**config.mk**
```make
export PLATFORM = sky130hd
export DESIGN_NAME = global_supervisor
export DESIGN_NICKNAME = d
export VERILOG_FILES = /design/src/global_supervisor.v
export VERILOG_INCLUDE_DIRS = /design/src /design/src/src
export SDC_FILE = /design/constraint.sdc
export NUM_CORES = 1
export LEC_CHECK = 0
export ABC_CLOCK_PERIOD_IN_PS = 3650
export CORE_ASPECT_RATIO = 2
export CORE_MARGIN = 2
export CORE_UTILIZATION = 44
export DETAILED_ROUTE_END_ITERATION = 10
export DONT_BUFFER_PORTS = 1
export GPL_TIMING_DRIVEN = 0
export SLEW_MARGIN = 25
export SYNTH_ARGS = -nofsm -noshare
export SYNTH_HDL_FRONTEND = slang
export SYNTH_SLANG_ARGS = --single-unit
```
**constraint.sdc**
```tcl
create_clock -name aclk -period 3.65 [get_ports aclk]
set_input_delay 0.73 -clock aclk [delete_from_list [all_inputs] [get_ports aclk]]
set_output_delay 0.73 -clock aclk [all_outputs]
set_load 0.03 [all_outputs]
```
**src/global_supervisor_defs.vh**
```
// Constants and register map of the global supervisor block.
// Functional notes
// - Hold logic in reset while supply below power-on threshold; release above it.
// - Undervoltage comparator disabled and its flag ignored in standby.
// - Leaving standby enables undervoltage check; low supply returns to standby.
// - Overvoltage on system supply inhibits operation.
// - Overvoltage comparator disabled while in standby.
// - On-key input debounced for 500us or 30ms by selection.
// - Key mode 0 is push-button, 1 is slide-switch; default from factory option.
// - Debounced on-key falling edge in either mode requests wake-up.
// - Rising on-key edge sets key_rise_int; falling edge sets key_fall_int.
// - On-key manual reset acts only in resource-on state.
// - Push-button: key low for long-press time powers down to standby.
// - Slide-switch: key high for long-press time powers down to standby.
// - Charger insertion wakes only after 120ms debounce.
// - Pull-up select 0 gives strong 200k, 1 gives weak 10M.
// - Always-on domain from charger when detail is 0b11 and not suspended.
// - Open-drain irq_out_n low when any unmasked interrupt bit set.
// - All interrupt masks set after reset; masked bits never drive irq.
// - Power-up releases reset_out_n a delay after last regulator enabled.
// - Power-down asserts reset_out_n a delay before any regulator turns off.
// - Read-only chip_option_id identifies factory option set.
`ifndef GLOBAL_SUPERVISOR_DEFS_VH
`define GLOBAL_SUPERVISOR_DEFS_VH
`define CLK_HZ 40000000
`define DEB_SHORT_US 500
`define DEB_LONG_MS 30
`define CHG_DEB_MS 120
`define LONG_PRESS_A_MS 3300
`define LONG_PRESS_B_MS 8000
`define RST_DELAY_US 100
`define DEB_SHORT_CYC ((`DEB_SHORT_US * (`CLK_HZ / 1000)) / 1000)
`define DEB_LONG_CYC (`DEB_LONG_MS * (`CLK_HZ / 1000))
`define CHG_DEB_CYC (`CHG_DEB_MS * (`CLK_HZ / 1000))
`define LONG_PRESS_A_CYC (`LONG_PRESS_A_MS * (`CLK_HZ / 1000))
`define LONG_PRESS_B_CYC (`LONG_PRESS_B_MS * (`CLK_HZ / 1000))
`define RST_DELAY_CYC ((`RST_DELAY_US * (`CLK_HZ / 1000)) / 1000)
`define ADDR_CONFIG 8'h00
`define ADDR_INT_FLAGS 8'h04
`define ADDR_INT_MASK 8'h08
`define ADDR_STATUS 8'h0C
`define ADDR_CHIP_ID 8'h10
`define CFG_DEB_BIT 0
`define CFG_MODE_BIT 1
`define CFG_LONG_BIT 2
`define CFG_PULLUP_BIT 3
`define CFG_SHUTDOWN_BIT 4
`define INT_FALL_BIT 0
`define INT_RISE_BIT 1
`define INT_CHG_BIT 2
`define INT_UV_BIT 3
`define INT_OV_BIT 4
`define INT_MASK_RESET 5'h1F
`define RESP_OKAY 2'h0
`define RESP_SLVERR 2'h2
`endif

```
**src/global_supervisor.v**
```verilog
// Global supervisor: voltage gating, on-key debounce, power sequencing, interrupt and reset pins.
`timescale 1ns/1ps
`include "global_supervisor_defs.vh"
module global_supervisor #(
   parameter [31:0] deb_short_cyc = `DEB_SHORT_CYC,
   parameter [31:0] deb_long_cyc = `DEB_LONG_CYC,
   parameter [31:0] chg_deb_cyc = `CHG_DEB_CYC,
   parameter [31:0] long_a_cyc = `LONG_PRESS_A_CYC,
   parameter [31:0] long_b_cyc = `LONG_PRESS_B_CYC,
   parameter [31:0] rst_delay_cyc = `RST_DELAY_CYC,
   parameter [4:0] chip_option_id = 5'h0A,
   parameter key_mode_default = 1'b0
) (
   input wire aclk,
   input wire aresetn,
   input wire [7:0] s_axi_awaddr,
   input wire s_axi_awvalid,
   output wire s_axi_awready,
   input wire [31:0] s_axi_wdata,
   input wire [3:0] s_axi_wstrb,
   input wire s_axi_wvalid,
   output wire s_axi_wready,
   output reg [1:0] s_axi_bresp,
   output reg s_axi_bvalid,
   input wire s_axi_bready,
   input wire [7:0] s_axi_araddr,
   input wire s_axi_arvalid,
   output wire s_axi_arready,
   output reg [31:0] s_axi_rdata,
   output reg [1:0] s_axi_rresp,
   output reg s_axi_rvalid,
   input wire s_axi_rready,
   input wire supply_por_raw,
   input wire supply_uvlo_flag,
   input wire supply_ovlo_flag,
   input wire on_key_n,
   input wire charger_present,
   input wire [1:0] charger_input_detail,
   input wire usb_suspend,
   input wire last_regulator_on,
   input wire regulators_all_off,
   output reg supply_por_reset,
   output reg uvlo_enable,
   output reg ovlo_enable,
   output reg [1:0] controller_state,
   output reg power_up_req,
   output reg power_down_req,
   output reg key_pullup_weak,
   output reg always_on_from_charger,
   output wire irq_out_n_o,
   output wire irq_out_n_oe,
   output wire reset_out_n_o,
   output wire reset_out_n_oe
);
   localparam [1:0] st_standby = 2'd0;
   localparam [1:0] st_check = 2'd1;
   localparam [1:0] st_on = 2'd2;
   localparam [1:0] st_down = 2'd3;

   ////////////////////////////////////////////////////////////////////////////////
   // Input synchronisers.
   reg [1:0] por_s, uv_s, ov_s, key_s, chg_s, last_s, off_s, usb_s;
   reg [1:0] det_s0, det_s1;
   always @(posedge aclk) begin
      por_s <= {por_s[0], supply_por_raw};
      uv_s <= {uv_s[0], supply_uvlo_flag};
      ov_s <= {ov_s[0], supply_ovlo_flag};
      key_s <= {key_s[0], on_key_n};
      chg_s <= {chg_s[0], charger_present};
      last_s <= {last_s[0], last_regulator_on};
      off_s <= {off_s[0], regulators_all_off};
      usb_s <= {usb_s[0], usb_suspend};
      det_s0 <= charger_input_detail;
      det_s1 <= det_s0;
   end

   // Logic reset combines the bus reset and the supply comparator.
   wire rst = !aresetn || supply_por_reset;
   always @(posedge aclk) begin
      supply_por_reset <= por_s[1];
   end

   ////////////////////////////////////////////////////////////////////////////////
   // Configuration and interrupt registers.
   reg [4:0] settings;
   reg [4:0] int_flags;
   reg [4:0] int_mask;
   wire cfg_deb_long = settings[`CFG_DEB_BIT];
   wire cfg_slide = settings[`CFG_MODE_BIT];
   wire cfg_long_b = settings[`CFG_LONG_BIT];

   ////////////////////////////////////////////////////////////////////////////////
   // On-key debounce and long-press timer.
   reg key_deb;
   reg key_init;
   reg [31:0] deb_cnt;
   reg [31:0] lp_cnt;
   wire [31:0] deb_target = cfg_deb_long ? deb_long_cyc : deb_short_cyc;
   wire [31:0] lp_target = cfg_long_b ? long_b_cyc : long_a_cyc;
   wire key_rise = (key_s[1] != key_deb) && (deb_cnt >= deb_target - 32'd1) && key_s[1];
   wire key_fall = (key_s[1] != key_deb) && (deb_cnt >= deb_target - 32'd1) && !key_s[1];
   // Manual-reset level: low for push-button, high for slide-switch.
   wire mr_level = cfg_slide ? key_deb : !key_deb;
   wire long_press = mr_level && (lp_cnt >= lp_target - 32'd1);

   always @(posedge aclk) begin
      if (rst) begin
         key_deb <= 1'b1;
         key_init <= 1'b0;
         deb_cnt <= 32'd0;
      end else if (!key_init) begin
         key_init <= 1'b1;
         key_deb <= key_s[1];
      end else if (key_s[1] == key_deb) begin
         deb_cnt <= 32'd0;
      end else if (deb_cnt >= deb_target - 32'd1) begin
         key_deb <= key_s[1];
         deb_cnt <= 32'd0;
      end else begin
         deb_cnt <= deb_cnt + 32'd1;
      end
   end

   always @(posedge aclk) begin
      if (rst || !mr_level || key_rise || key_fall || controller_state != st_on) begin
         lp_cnt <= 32'd0;
      end else if (lp_cnt < lp_target - 32'd1) begin
         lp_cnt <= lp_cnt + 32'd1;
      end
   end

   ////////////////////////////////////////////////////////////////////////////////
   // Charger insertion debounce.
   reg [31:0] chg_cnt;
   reg chg_deb;
   wire chg_wake = chg_s[1] && !chg_deb && (chg_cnt >= chg_deb_cyc - 32'd1);
   always @(posedge aclk) begin
      if (rst) begin
         chg_cnt <= 32'd0;
         chg_deb <= 1'b0;
      end else if (!chg_s[1]) begin
         chg_cnt <= 32'd0;
         chg_deb <= 1'b0;
      end else if (chg_wake) begin
         chg_deb <= 1'b1;
      end else if (!chg_deb) begin
         chg_cnt <= chg_cnt + 32'd1;
      end
   end

   ////////////////////////////////////////////////////////////////////////////////
   // Power sequence controller with reset output timing.
   reg [31:0] seq_cnt;
   reg rst_out_low;
   reg shutdown_req;
   wire ov_bad = ov_s[1] && ovlo_enable;
   wire uv_bad = uv_s[1] && uvlo_enable;
   always @(posedge aclk) begin
      if (rst) begin
         controller_state <= st_standby;
         seq_cnt <= 32'd0;
         rst_out_low <= 1'b1;
         power_up_req <= 1'b0;
         power_down_req <= 1'b0;
         uvlo_enable <= 1'b0;
         ovlo_enable <= 1'b0;
      end else begin
         case (controller_state)
            st_standby: begin
               uvlo_enable <= 1'b0;
               ovlo_enable <= 1'b0;
               power_up_req <= 1'b0;
               power_down_req <= 1'b0;
               rst_out_low <= 1'b1;
               if (key_fall || chg_wake) begin
                  controller_state <= st_check;
                  uvlo_enable <= 1'b1;
                  ovlo_enable <= 1'b1;
                  seq_cnt <= 32'd0;
               end
            end
            st_check: begin
               // Four cycles let the comparator outputs settle through the synchroniser.
               seq_cnt <= seq_cnt + 32'd1;
               if (seq_cnt >= 32'd3) begin
                  if (uv_bad || ov_bad) begin
                     controller_state <= st_standby;
                  end else begin
                     controller_state <= st_on;
                     power_up_req <= 1'b1;
                     seq_cnt <= 32'd0;
                  end
               end
            end
            st_on: begin
               if (last_s[1] && rst_out_low) begin
                  seq_cnt <= seq_cnt + 32'd1;
                  if (seq_cnt >= rst_delay_cyc - 32'd1) begin
                     rst_out_low <= 1'b0;
                  end
               end
               if (long_press || uv_bad || ov_bad || shutdown_req) begin
                  controller_state <= st_down;
                  rst_out_low <= 1'b1;
                  seq_cnt <= 32'd0;
               end
            end
            st_down: begin
               power_up_req <= 1'b0;
               if (seq_cnt >= rst_delay_cyc - 32'd1) begin
                  power_down_req <= 1'b1;
                  if (off_s[1]) begin
                     controller_state <= st_standby;
                  end
               end else begin
                  seq_cnt <= seq_cnt + 32'd1;
               end
            end
            default: controller_state <= st_standby;
         endcase
      end
   end

   ////////////////////////////////////////////////////////////////////////////////
   // Pins and always-on domain selection.
   wire irq_active = |(int_flags & ~int_mask);
   assign irq_out_n_o = 1'b0;
   assign irq_out_n_oe = !irq_active;
   assign reset_out_n_o = 1'b0;
   assign reset_out_n_oe = !rst_out_low;
   always @(posedge aclk) begin
      always_on_from_charger <= (det_s1 == 2'b11) && !usb_s[1];
      key_pullup_weak <= settings[`CFG_PULLUP_BIT];
   end

   ////////////////////////////////////////////////////////////////////////////////
   // AXI4-Lite slave.
   reg aw_hold, w_hold;
   reg [7:0] aw_addr;
   reg [31:0] w_data;
   reg [3:0] w_strb;
   assign s_axi_awready = !aw_hold && !s_axi_bvalid;
   assign s_axi_wready = !w_hold && !s_axi_bvalid;
   assign s_axi_arready = !s_axi_rvalid;
   wire wr_go = aw_hold && w_hold;
   wire wr_flags = wr_go && aw_addr == `ADDR_INT_FLAGS && w_strb[0];
   wire [4:0] ev = {ov_bad, uv_bad, chg_wake, key_rise, key_fall};

   always @(posedge aclk) begin
      if (rst) begin
         aw_hold <= 1'b0;
         w_hold <= 1'b0;
         aw_addr <= 8'h00;
         w_data <= 32'h0000_0000;
         w_strb <= 4'h0;
         s_axi_bvalid <= 1'b0;
         s_axi_bresp <= `RESP_OKAY;
         settings <= {3'b000, key_mode_default, 1'b0};
         int_mask <= `INT_MASK_RESET;
         shutdown_req <= 1'b0;
      end else begin
         shutdown_req <= 1'b0;
         if (s_axi_awvalid && s_axi_awready) begin
            aw_hold <= 1'b1;
            aw_addr <= s_axi_awaddr;
         end
         if (s_axi_wvalid && s_axi_wready) begin
            w_hold <= 1'b1;
            w_data <= s_axi_wdata;
            w_strb <= s_axi_wstrb;
         end
         if (wr_go) begin
            aw_hold <= 1'b0;
            w_hold <= 1'b0;
            s_axi_bvalid <= 1'b1;
            s_axi_bresp <= `RESP_OKAY;
            case (aw_addr)
               `ADDR_CONFIG: begin
                  if (w_strb[0]) begin
                     settings <= {1'b0, w_data[3:0]};
                     shutdown_req <= w_data[`CFG_SHUTDOWN_BIT];
                  end
               end
               `ADDR_INT_MASK: begin
                  if (w_strb[0]) begin
                     int_mask <= w_data[4:0];
                  end
               end
               `ADDR_INT_FLAGS, `ADDR_STATUS, `ADDR_CHIP_ID: begin
               end
               default: s_axi_bresp <= `RESP_SLVERR;
            endcase
         end else if (s_axi_bvalid && s_axi_bready) begin
            s_axi_bvalid <= 1'b0;
         end
      end
   end

   // Flags are sticky; write one to clear, and a new event wins over the clear.
   genvar i;
   generate
      for (i = 0; i < 5; i = i + 1) begin : g_flag
         always @(posedge aclk) begin
            if (rst) begin
               int_flags[i] <= 1'b0;
            end else if (ev[i]) begin
               int_flags[i] <= 1'b1;
            end else if (wr_flags && w_data[i]) begin
               int_flags[i] <= 1'b0;
            end
         end
      end
   endgenerate

   always @(posedge aclk) begin
      if (rst) begin
         s_axi_rvalid <= 1'b0;
         s_axi_rdata <= 32'h0000_0000;
         s_axi_rresp <= `RESP_OKAY;
      end else if (s_axi_arvalid && s_axi_arready) begin
         s_axi_rvalid <= 1'b1;
         s_axi_rresp <= `RESP_OKAY;
         case (s_axi_araddr)
            `ADDR_CONFIG: s_axi_rdata <= {27'd0, settings};
            `ADDR_INT_FLAGS: s_axi_rdata <= {27'd0, int_flags};
            `ADDR_INT_MASK: s_axi_rdata <= {27'd0, int_mask};
            `ADDR_STATUS: s_axi_rdata <= {26'd0, always_on_from_charger, !rst_out_low,
               key_deb, chg_deb, controller_state};
            `ADDR_CHIP_ID: s_axi_rdata <= {27'd0, chip_option_id};
            default: begin
               s_axi_rdata <= 32'h0000_0000;
               s_axi_rresp <= `RESP_SLVERR;
            end
         endcase
      end else if (s_axi_rready) begin
         s_axi_rvalid <= 1'b0;
      end
   end
endmodule // global_supervisor

```
==> impl_metrics.env, run 1 <==
export IMPL_outcome="complete, no violations"
export IMPL_cts_resized_gates=0
export IMPL_layout_drive_gt1_share_pct=9.68
export IMPL_yosys_warnings=0
export IMPL_viasPerCell=5.81
export IMPL_period_needed_ns=3.49
export IMPL_area_growth_pct=12.6
export IMPL_totalWireLength_mm=26.7
export IMPL_path_clk_slew_ns=0.07
export IMPL_p_total_mw=4.82
export IMPL_async_flop_share_pct=0
export IMPL_drt_met1_wl_mm=9.40
export IMPL_multi_input_area_mm2=0.00525
export IMPL_nNetsFinal=1291
export IMPL_cts_root_buf="clkbuf_16"
export IMPL_seqCellArea_mm2=0.00402
export IMPL_drc=0
export IMPL_antenna_left=0
export IMPL_seq_area_frac_synth_pct=41.1
export IMPL_hold_slack_ns=0.226
export IMPL_ir_drop_uv=532
export IMPL_clock_fmax_ghz=0.286
export IMPL_fillCellCount=2139
export IMPL_cp_data_required_time_ns=4.03
export IMPL_slew_headroom_pct=33.4
export IMPL_min_from="usb_suspend"
export IMPL_synth_seq_cells=201
export IMPL_fin_skew_ns=0.0240
export IMPL_syn_inst=1145
export IMPL_report_final_hold_viol_count=0
export IMPL_io_buffer_count=0
export IMPL_hold_class="in -> reg"
export IMPL_antenna_found_initial=0
export IMPL_cts_setup_buffers=0
export IMPL_yosys_cell_count_top_type="dfxtp_1"
export IMPL_start_util_pct=44.6
export IMPL_regToRegSetupSlack_ns=0.16
export IMPL_die_width_um=109
export IMPL_grtUsageTotal_pct=22.9
export IMPL_powerDensity_mw_per_mm2=438
export IMPL_synth_top_area_cell="dfxtp_1"
export IMPL_hold_end="usb_s[0]"
export IMPL_synth_edf_count=0
export IMPL_drv_cap=0
export IMPL_rsz0062_at_grt="no"
export IMPL_drtPass1Iterations=5
export IMPL_top_layer_used="met4"
export IMPL_synthesis_area_mm2=0.00979
export IMPL_wl_met3_um=918
export IMPL_finalMaxSlewViolations=0
export IMPL_coreArea_mm2=0.0220
export IMPL_synth_cell_types=81
export IMPL_cts_buffer_depth=3
export IMPL_reg2reg_depth=11
export IMPL_placed_cells=1450
export IMPL_gp_congestion=0.871
export IMPL_routedWlPerCell_um=18.0
export IMPL_htree_levels=1
export IMPL_row_count=77
export IMPL_grt_pass1_vias=8683
export IMPL_drtIter0Drc=426
export IMPL_critPathLaunch="settings[2]"
export IMPL_worst_slew_pin_slew_ns=0.987
export IMPL_die_y_um=215
export IMPL_io_pins=123
export IMPL_synthTopCellsByCount="dfxtp_1 (201), nand2_1 (134), nor2_1 (114), a21oi_1 (62), nand3_1 (43)"
export IMPL_grt_max_degree=18
export IMPL_grt_pass1_wl_mm=43.1
export IMPL_holdPathStages=0
export IMPL_p_leak_nw=3.84
export IMPL_setup_viol=0
export IMPL_r2r_end="seq_cnt[26]"
export IMPL_vias=8623
export IMPL_synthTopCellsByArea="dfxtp_1 (41%), nand2_1 (5.1%), nor2_1 (4.4%)"
export IMPL_grt_ovfl_total=0
export IMPL_finalSetupTns_ns=0
export IMPL_numClockSinks=201
export IMPL_instances_no_fill=1485
export IMPL_routed_wl_met2_mm=15.1
export IMPL_place_ws_ns=0.0797
export IMPL_worst_setup_path_start_kind="register"
export IMPL_clkLatencyLatePin_ns=0.52
export IMPL_crit_path_end_kind="register"
export IMPL_numCtsBuffers=20
export IMPL_avgSynthCellArea_um2=8.55
export IMPL_arrival_ns=3.87
export IMPL_criticalPathCategory="reg -> reg"
export IMPL_worst_slack_ns=0.159
export IMPL_dpl_hpwl_mm=20.1
export IMPL_cts_tree="built"
export IMPL_worst_path_max_fanout=10
export IMPL_cts_hold_repair_buffers=0
export IMPL_antennaDiodeCount=0
export IMPL_dieArea_mm2=0.0235
export IMPL_r2r_start="settings[2]"
export IMPL_period_share_pct=95.6
export IMPL_synth_flop_cell="dfxtp_1"
export IMPL_netlist_area_leader_share_pct=41.1
-- cell usage in the layout, fill, tap and decap left out, types with 6 or more instances in the layout --
master and n:
ha_1 26, nor4_1 27, inv_1 28, buf_2 8, a311oi_1 15, nand4_1 27
or3_1 22, o21ai_0 28, dfxtp_1 201, and4_1 11, xor2_1 8, clkbuf_1 36
and3_1 23, mux2i_1 17, nor3_1 42, o211ai_1 7, a21oi_1 62, a31oi_1 16
o22ai_1 12, nor2_1 114, xnor2_1 25, nand2_1 134, conb_1 30, nand3_1 43
buf_4 34, a211o_1 15, a22oi_1 6, nand3b_1 6, clkbuf_16 20, bufinv_16 6
a32o_1 12, and2_1 11, buf_6 8, a211oi_1 18
-- worst max-delay path, cell delays in order (launching register included) --
cell and delay (ns):
dfxtp_1 0.63, inv_1 0.29, ha_1 0.39, nand2_1 0.09
nor4_2 0.48, o2bb2ai_4 0.15, o2111ai_1 0.25, nand2_1 0.20
buf_2 0.25, buf_2 0.21, a211oi_1 0.26, o22ai_1 0.14
-- sequential cells by signal, indices dropped and copies added, names as in the netlist, 5 cells and up, named ones only --
signal       flops
chg_cnt         32
deb_cnt         32
lp_cnt          32
seq_cnt         32
aw_addr          8
s_axi_rdata      6
int_flags        5
int_mask         5
w_data           5
-- final cells by class --
type,count,share of cell area (%)
inverter,29,0.988
clock inverter,11,2.08
clock buffer,24,4.86
tap,276,3.13
sequential,201,36.5
multi-input combinational,856,47.6
buffer,88,4.80
-- routing by layer --
metal	track usage [%]	vias up
met4	11.3	0
met2	45.5	176
met3	3.37	79
met5	0	-
met1	21.5	4124
li1	-	4244
-- report_power, final --
| group | total, mW | internal (mW) | switching [mW] |
|---|---|---|---|
| logic | 0.186 | 0.0532 | 0.133 |
| clock network | 2.40 | 1.48 | 0.914 |
| registers | 2.24 | 2.22 | 0.0235 |
-- per-stage QoR --
stage / instance area (um2) / util [%]
floorplan: 9900 / -
global placement: 10200 / 46.6
detailed placement: 10200 / 46.7
CTS: 11000 / 50.1
global route: 11000 / 50.2
finish: 11000 / 50.2
-- worst max-delay path by stage --
stage | cells past startpoint | slack [ns] | end
2_1_floorplan | 11 | 0.93 | seq_cnt[15]
3_3_place_gp | 11 | 0.07 | seq_cnt[26]
3_5_place_dp | 11 | 0.08 | seq_cnt[26]
4_1_cts | 11 | 0.01 | seq_cnt[26]
5_1_grt | 11 | 0.002 | seq_cnt[26]
6_report | 11 | 0.16 | seq_cnt[26]
-- logic make-up after synthesis --
group                    share of synthesized area (%)
AO/OA/AOI/OAI                                     18.4
XOR/XNOR                                          2.95
adder cells (fa/ha/maj)                           3.32
buffers and inverters                             6.51
flip-flops                                        41.1
multiplexers                                      2.08
other                                           0.0383
AND/OR/NAND/NOR                                   25.6
Power figures use the tool's default switching activity.
==> inputs of run 2 (changes only) <==
Settings changed: CAP_MARGIN set to 20, CORE_UTILIZATION 44 to 50.
==> run 2 against run 1 <==
  * Clock skew decreased by 0.013 ns
  * Register-to-register slack improved by 0.10 ns
  * Sequential cell count unchanged
  * Count of clock-buffer cells in the layout increased by 2
  * Non-clock buffer count unchanged
  * Total power decreased by 7.9%
  * Design area decreased by 1.5%
  * Critical path depth unchanged
  * Wire length decreased by 0.99%
  * Largest cell class unchanged
  * Largest power group is now registers
==> impl_metrics.env, run 2 (synthesized netlist as in run 1, its figures left out) <==
export IMPL_period_share_pct=92.9
export IMPL_crit_path_end_kind="register"
export IMPL_cp_data_required_time_ns=4.07
export IMPL_report_final_hold_viol_count=0
export IMPL_coreArea_mm2=0.0193
export IMPL_row_count=72
export IMPL_powerDensity_mw_per_mm2=409
export IMPL_grt_pass1_wl_mm=42.4
export IMPL_slew_headroom_pct=37.4
export IMPL_fin_skew_ns=0.0113
export IMPL_totalWireLength_mm=26.4
export IMPL_numCtsBuffers=21
export IMPL_hold_end="off_s[0]"
export IMPL_antennaDiodeCount=0
export IMPL_holdPathStages=0
export IMPL_r2r_end="seq_cnt[12]"
export IMPL_p_comb_share_pct=4.2
export IMPL_arrival_ns=3.81
export IMPL_p_sw_mw=1.04
export IMPL_antenna_left=0
export IMPL_instances_no_fill=1469
export IMPL_worst_setup_path_start_kind="register"
export IMPL_criticalPathCategory="reg -> reg"
export IMPL_path_clk_slew_ns=0.06
export IMPL_drtPass1Iterations=5
export IMPL_clock_fmax_ghz=0.295
export IMPL_r2r_start="settings[2]"
export IMPL_grt_ovfl_total=0
export IMPL_worst_path_max_fanout=10
export IMPL_reg2reg_depth=11
export IMPL_period_needed_ns=3.39
export IMPL_placed_cells=1433
export IMPL_htree_levels=1
export IMPL_cts_resized_gates=0
export IMPL_antenna_found_initial=0
export IMPL_viasPerCell=5.82
export IMPL_clkLatencyLatePin_ns=0.50
export IMPL_area_growth_pct=10.9
export IMPL_finalSetupTns_ns=0
export IMPL_outcome="complete, no violations"
export IMPL_drc=0
export IMPL_start_util_pct=50.8
export IMPL_clock_power_share_pct=45.3
export IMPL_worst_slack_ns=0.261
export IMPL_cts_buffer_depth=3
export IMPL_cts_hold_repair_buffers=0
export IMPL_hold_class="in -> reg"
export IMPL_regToRegSetupSlack_ns=0.26
export IMPL_p_leak_nw=3.78
export IMPL_grt_pass1_vias=8680
export IMPL_layout_common_cells="dfxtp_1 (201), nand2_1 (134), nor2_1 (114)"
export IMPL_gp_congestion=0.881
export IMPL_io_pins=123
export IMPL_rsz0062_at_grt="no"
export IMPL_dieArea_mm2=0.0208
export IMPL_drtIter0Drc=347
export IMPL_cts_root_buf="clkbuf_16"
export IMPL_grtUsageTotal_pct=25.4
export IMPL_grt_max_degree=15
export IMPL_drv_cap=0
export IMPL_routedWlPerCell_um=18.0
export IMPL_layout_drive_gt1_share_pct=9.42
export IMPL_dpl_hpwl_mm=20.0
export IMPL_setup_viol=0
export IMPL_vias=8547
export IMPL_finalMaxSlewViolations=0
export IMPL_die_width_um=103
export IMPL_worst_slew_pin_slew_ns=0.927
export IMPL_ir_drop_uv=389
export IMPL_numClockSinks=201
export IMPL_die_y_um=202
export IMPL_cts_tree="built"
export IMPL_io_buffer_count=0
export IMPL_p_sw_share_pct=23.4
export IMPL_p_int_mw=3.40
export IMPL_cts_setup_buffers=0
export IMPL_place_ws_ns=0.229
export IMPL_mostFrequentLayoutCell="dfxtp_1"
export IMPL_min_from="regulators_all_off"
export IMPL_power_frac_seq_pct=50.5
export IMPL_nNetsFinal=1292
-- run 2: how the worst max path moves through the flow --
stage                           start           to  slack [ns]  cells past startpoint
after floorplan           settings[2]  seq_cnt[15]        0.93                     11
after global placement    settings[2]  seq_cnt[14]        0.23                     11
after detailed placement  settings[2]  seq_cnt[14]        0.23                     11
after CTS                 settings[2]  seq_cnt[12]        0.22                     11
after global routing      settings[2]  seq_cnt[27]       0.005                     11
final                     settings[2]  seq_cnt[12]        0.26                     11
-- run 2: stage by stage --
stage	instance area, um2	power, mW	util [%]	hold WS, ns
after floorplan	9900	2.43	-	0.310
final	10900	4.44	56.3	0.257
after CTS	10900	4.49	56.3	0.242
after global routing	10900	4.59	56.3	0.237
after global placement	10200	2.48	53.0	0.310
after detailed placement	10200	2.48	53.0	0.314
-- run 2: final cells by class --
cell class / count / area [um2]
multi-input combinational: 856 / 5250
fill: 1871 / 8420
tap: 259 / 324
buffer: 88 / 528
inverter: 29 / 109
sequential: 201 / 4020
clock inverter: 10 / 81.3
clock buffer: 26 / 544
-- run 2: per-layer routing --
layer	vias up	wire, um	GRT usage [%]
met4	0	1100	10.9
met1	4050	9280	24.4
met2	174	15200	51.1
li1	4249	-	-
met3	74	823	2.94
met5	-	0	0
-- run 2: worst max-delay path: stages (launching register included) --
cell and delay, ns:
dfxtp_1 0.61, inv_1 0.28, ha_1 0.25, or4_4 0.47, a2111oi_4 0.21, o311a_2 0.30
o2111ai_1 0.16, o21ai_2 0.27, buf_6 0.23, buf_2 0.25, a211oi_1 0.11, o22ai_1 0.17
-- run 2: power by group through the flow --
stage	registers (mW)	clock network, mW	logic, mW
finish	2.24	2.01	0.187
global route	2.24	2.14	0.201
CTS	2.24	2.06	0.187
detailed placement	2.29	0	0.186
global placement	2.29	0	0.186
floorplan	2.28	0	0.148
==> inputs of run 3 (changes only) <==
Settings changed: CORE_UTILIZATION 50 to 40.
==> run 3 against run 2 <==
  * Largest cell class unchanged
  * Largest power group unchanged
  * Worst setup slack worse by 0.00081 ns
  * Core utilization down 11 points
  * Fmax about the same
  * Design area up 0.91%
  * Non-clock buffer count unchanged
  * Worst hold slack worse by 0.0048 ns
  * Clock power up 9%
  * Critical path type unchanged
  * Global-route usage down 6.2 points
==> impl_metrics.env, run 3 (synthesized netlist as in run 1, its figures left out) <==
export IMPL_hold_class="in -> reg"
export IMPL_gp_congestion=0.869
export IMPL_p_leak_nw=3.81
export IMPL_drtIter0Drc=536
export IMPL_layout_common_cells="dfxtp_1 (201), nand2_1 (134), nor2_1 (114)"
export IMPL_drtPass1Iterations=6
export IMPL_cts_buffer_depth=3
export IMPL_vias=8552
export IMPL_area_growth_pct=11.9
export IMPL_period_share_pct=92.9
export IMPL_p_total_mw=4.62
export IMPL_drc=0
export IMPL_hold_slack_ns=0.253
export IMPL_setup_viol=0
export IMPL_grt_max_degree=17
export IMPL_outcome="complete, no violations"
export IMPL_rsz0062_at_grt="no"
export IMPL_fin_skew_ns=0.0190
export IMPL_ir_drop_uv=391
export IMPL_slew_headroom_pct=37.3
export IMPL_antenna_left=0
export IMPL_viasPerCell=5.70
export IMPL_layout_drive_gt1_share_pct=9.59
export IMPL_grt_pass1_vias=8185
export IMPL_routedWlPerCell_um=16.6
export IMPL_worst_setup_path_start_kind="register"
export IMPL_worst_slew_pin_slew_ns=0.933
export IMPL_antennaDiodeCount=0
export IMPL_period_needed_ns=3.39
export IMPL_row_count=81
export IMPL_cts_setup_buffers=0
export IMPL_grt_ovfl_total=0
export IMPL_cts_tree="built"
export IMPL_drv_cap=0
export IMPL_report_final_hold_viol_count=0
export IMPL_dieArea_mm2=0.0258
export IMPL_arrival_ns=3.81
export IMPL_io_buffer_count=0
export IMPL_coreArea_mm2=0.0242
export IMPL_worst_path_max_fanout=10
export IMPL_nNetsFinal=1291
export IMPL_criticalPathCategory="reg -> reg"
export IMPL_dpl_instance_area_mm2=0.0103
export IMPL_finalSetupTns_ns=0
export IMPL_finish_utilization_pct=45.2
export IMPL_path_clk_slew_ns=0.07
export IMPL_htree_levels=1
export IMPL_cts_root_buf="clkbuf_16"
export IMPL_clock_fmax_ghz=0.295
export IMPL_powerDensity_mw_per_mm2=422
export IMPL_start_util_pct=40.4
export IMPL_grt_pass1_wl_mm=40.9
export IMPL_final_cell_area_mm2=0.0110
export IMPL_cts_hold_repair_buffers=0
export IMPL_clkLatencyLatePin_ns=0.50
export IMPL_die_y_um=225
export IMPL_finalMaxSlewViolations=0
export IMPL_cts_resized_gates=0
export IMPL_cp_data_required_time_ns=4.07
export IMPL_grtUsageTotal_pct=19.2
export IMPL_mostFrequentLayoutCell="dfxtp_1"
export IMPL_io_pins=123
export IMPL_dpl_hpwl_mm=17.9
export IMPL_antenna_found_initial=1
export IMPL_totalWireLength_mm=24.9
export IMPL_crit_path_end_kind="register"
export IMPL_die_width_um=115
export IMPL_numClockSinks=201
export IMPL_numCtsBuffers=20
run 3: report_power, final:
group          internal (mW)  switching (mW)  leakage [nW]
clock network           1.29           0.903         0.343
logic                 0.0532           0.135          1.84
registers               2.22          0.0230          1.63
total                   3.56            1.06          3.81
run 3: layout make-up:
type	instances	area (um2)
buffer	88	528
clock buffer	24	547
clock inverter	12	145
fill	2393	13300
inverter	29	109
multi-input combinational	856	5240
sequential	201	4020
tap	290	363
run 3: final timing paths:
check | from | slack, ns | to | depth (start not counted)
setup / recovery | settings[2] | 0.26 | seq_cnt[20] | 11
hold / removal | regulators_all_off | 0.25 | off_s[0] | 0
setup reg to reg | settings[2] | 0.26 | seq_cnt[20] | 11
hold reg to reg | det_s0[1] | 0.33 | det_s1[1] | 0
run 3: per-stage QoR:
step	std cells	setup slack (ns)
final	1500	0.260
after global routing	1500	0.0911
after CTS	1500	0.275
after detailed placement	1464	0.300
after global placement	1464	0.366
after floorplan	1174	0.928
run 3: worst max-delay path, stage by stage (launching register included):
cell and delay [ns]:
dfxtp_1 0.60, inv_1 0.26, ha_1 0.25, or4_4 0.45, a2111oi_4 0.23, o311a_2 0.31
o2111ai_1 0.16, o21ai_2 0.25, buf_6 0.22, buf_2 0.25, a211oi_1 0.12, o22ai_1 0.19
run 3: per-layer routing:
layer / track usage [%] / vias to the layer above / part of all wire [%]
met1: 26.1 / 4037 / 46
li1: - / 4253 / -
met2: 31.9 / 229 / 47
met4: 4.68 / 2 / 1.7
met5: 0 / - / 0.052
met3: 2.82 / 31 / 5.6
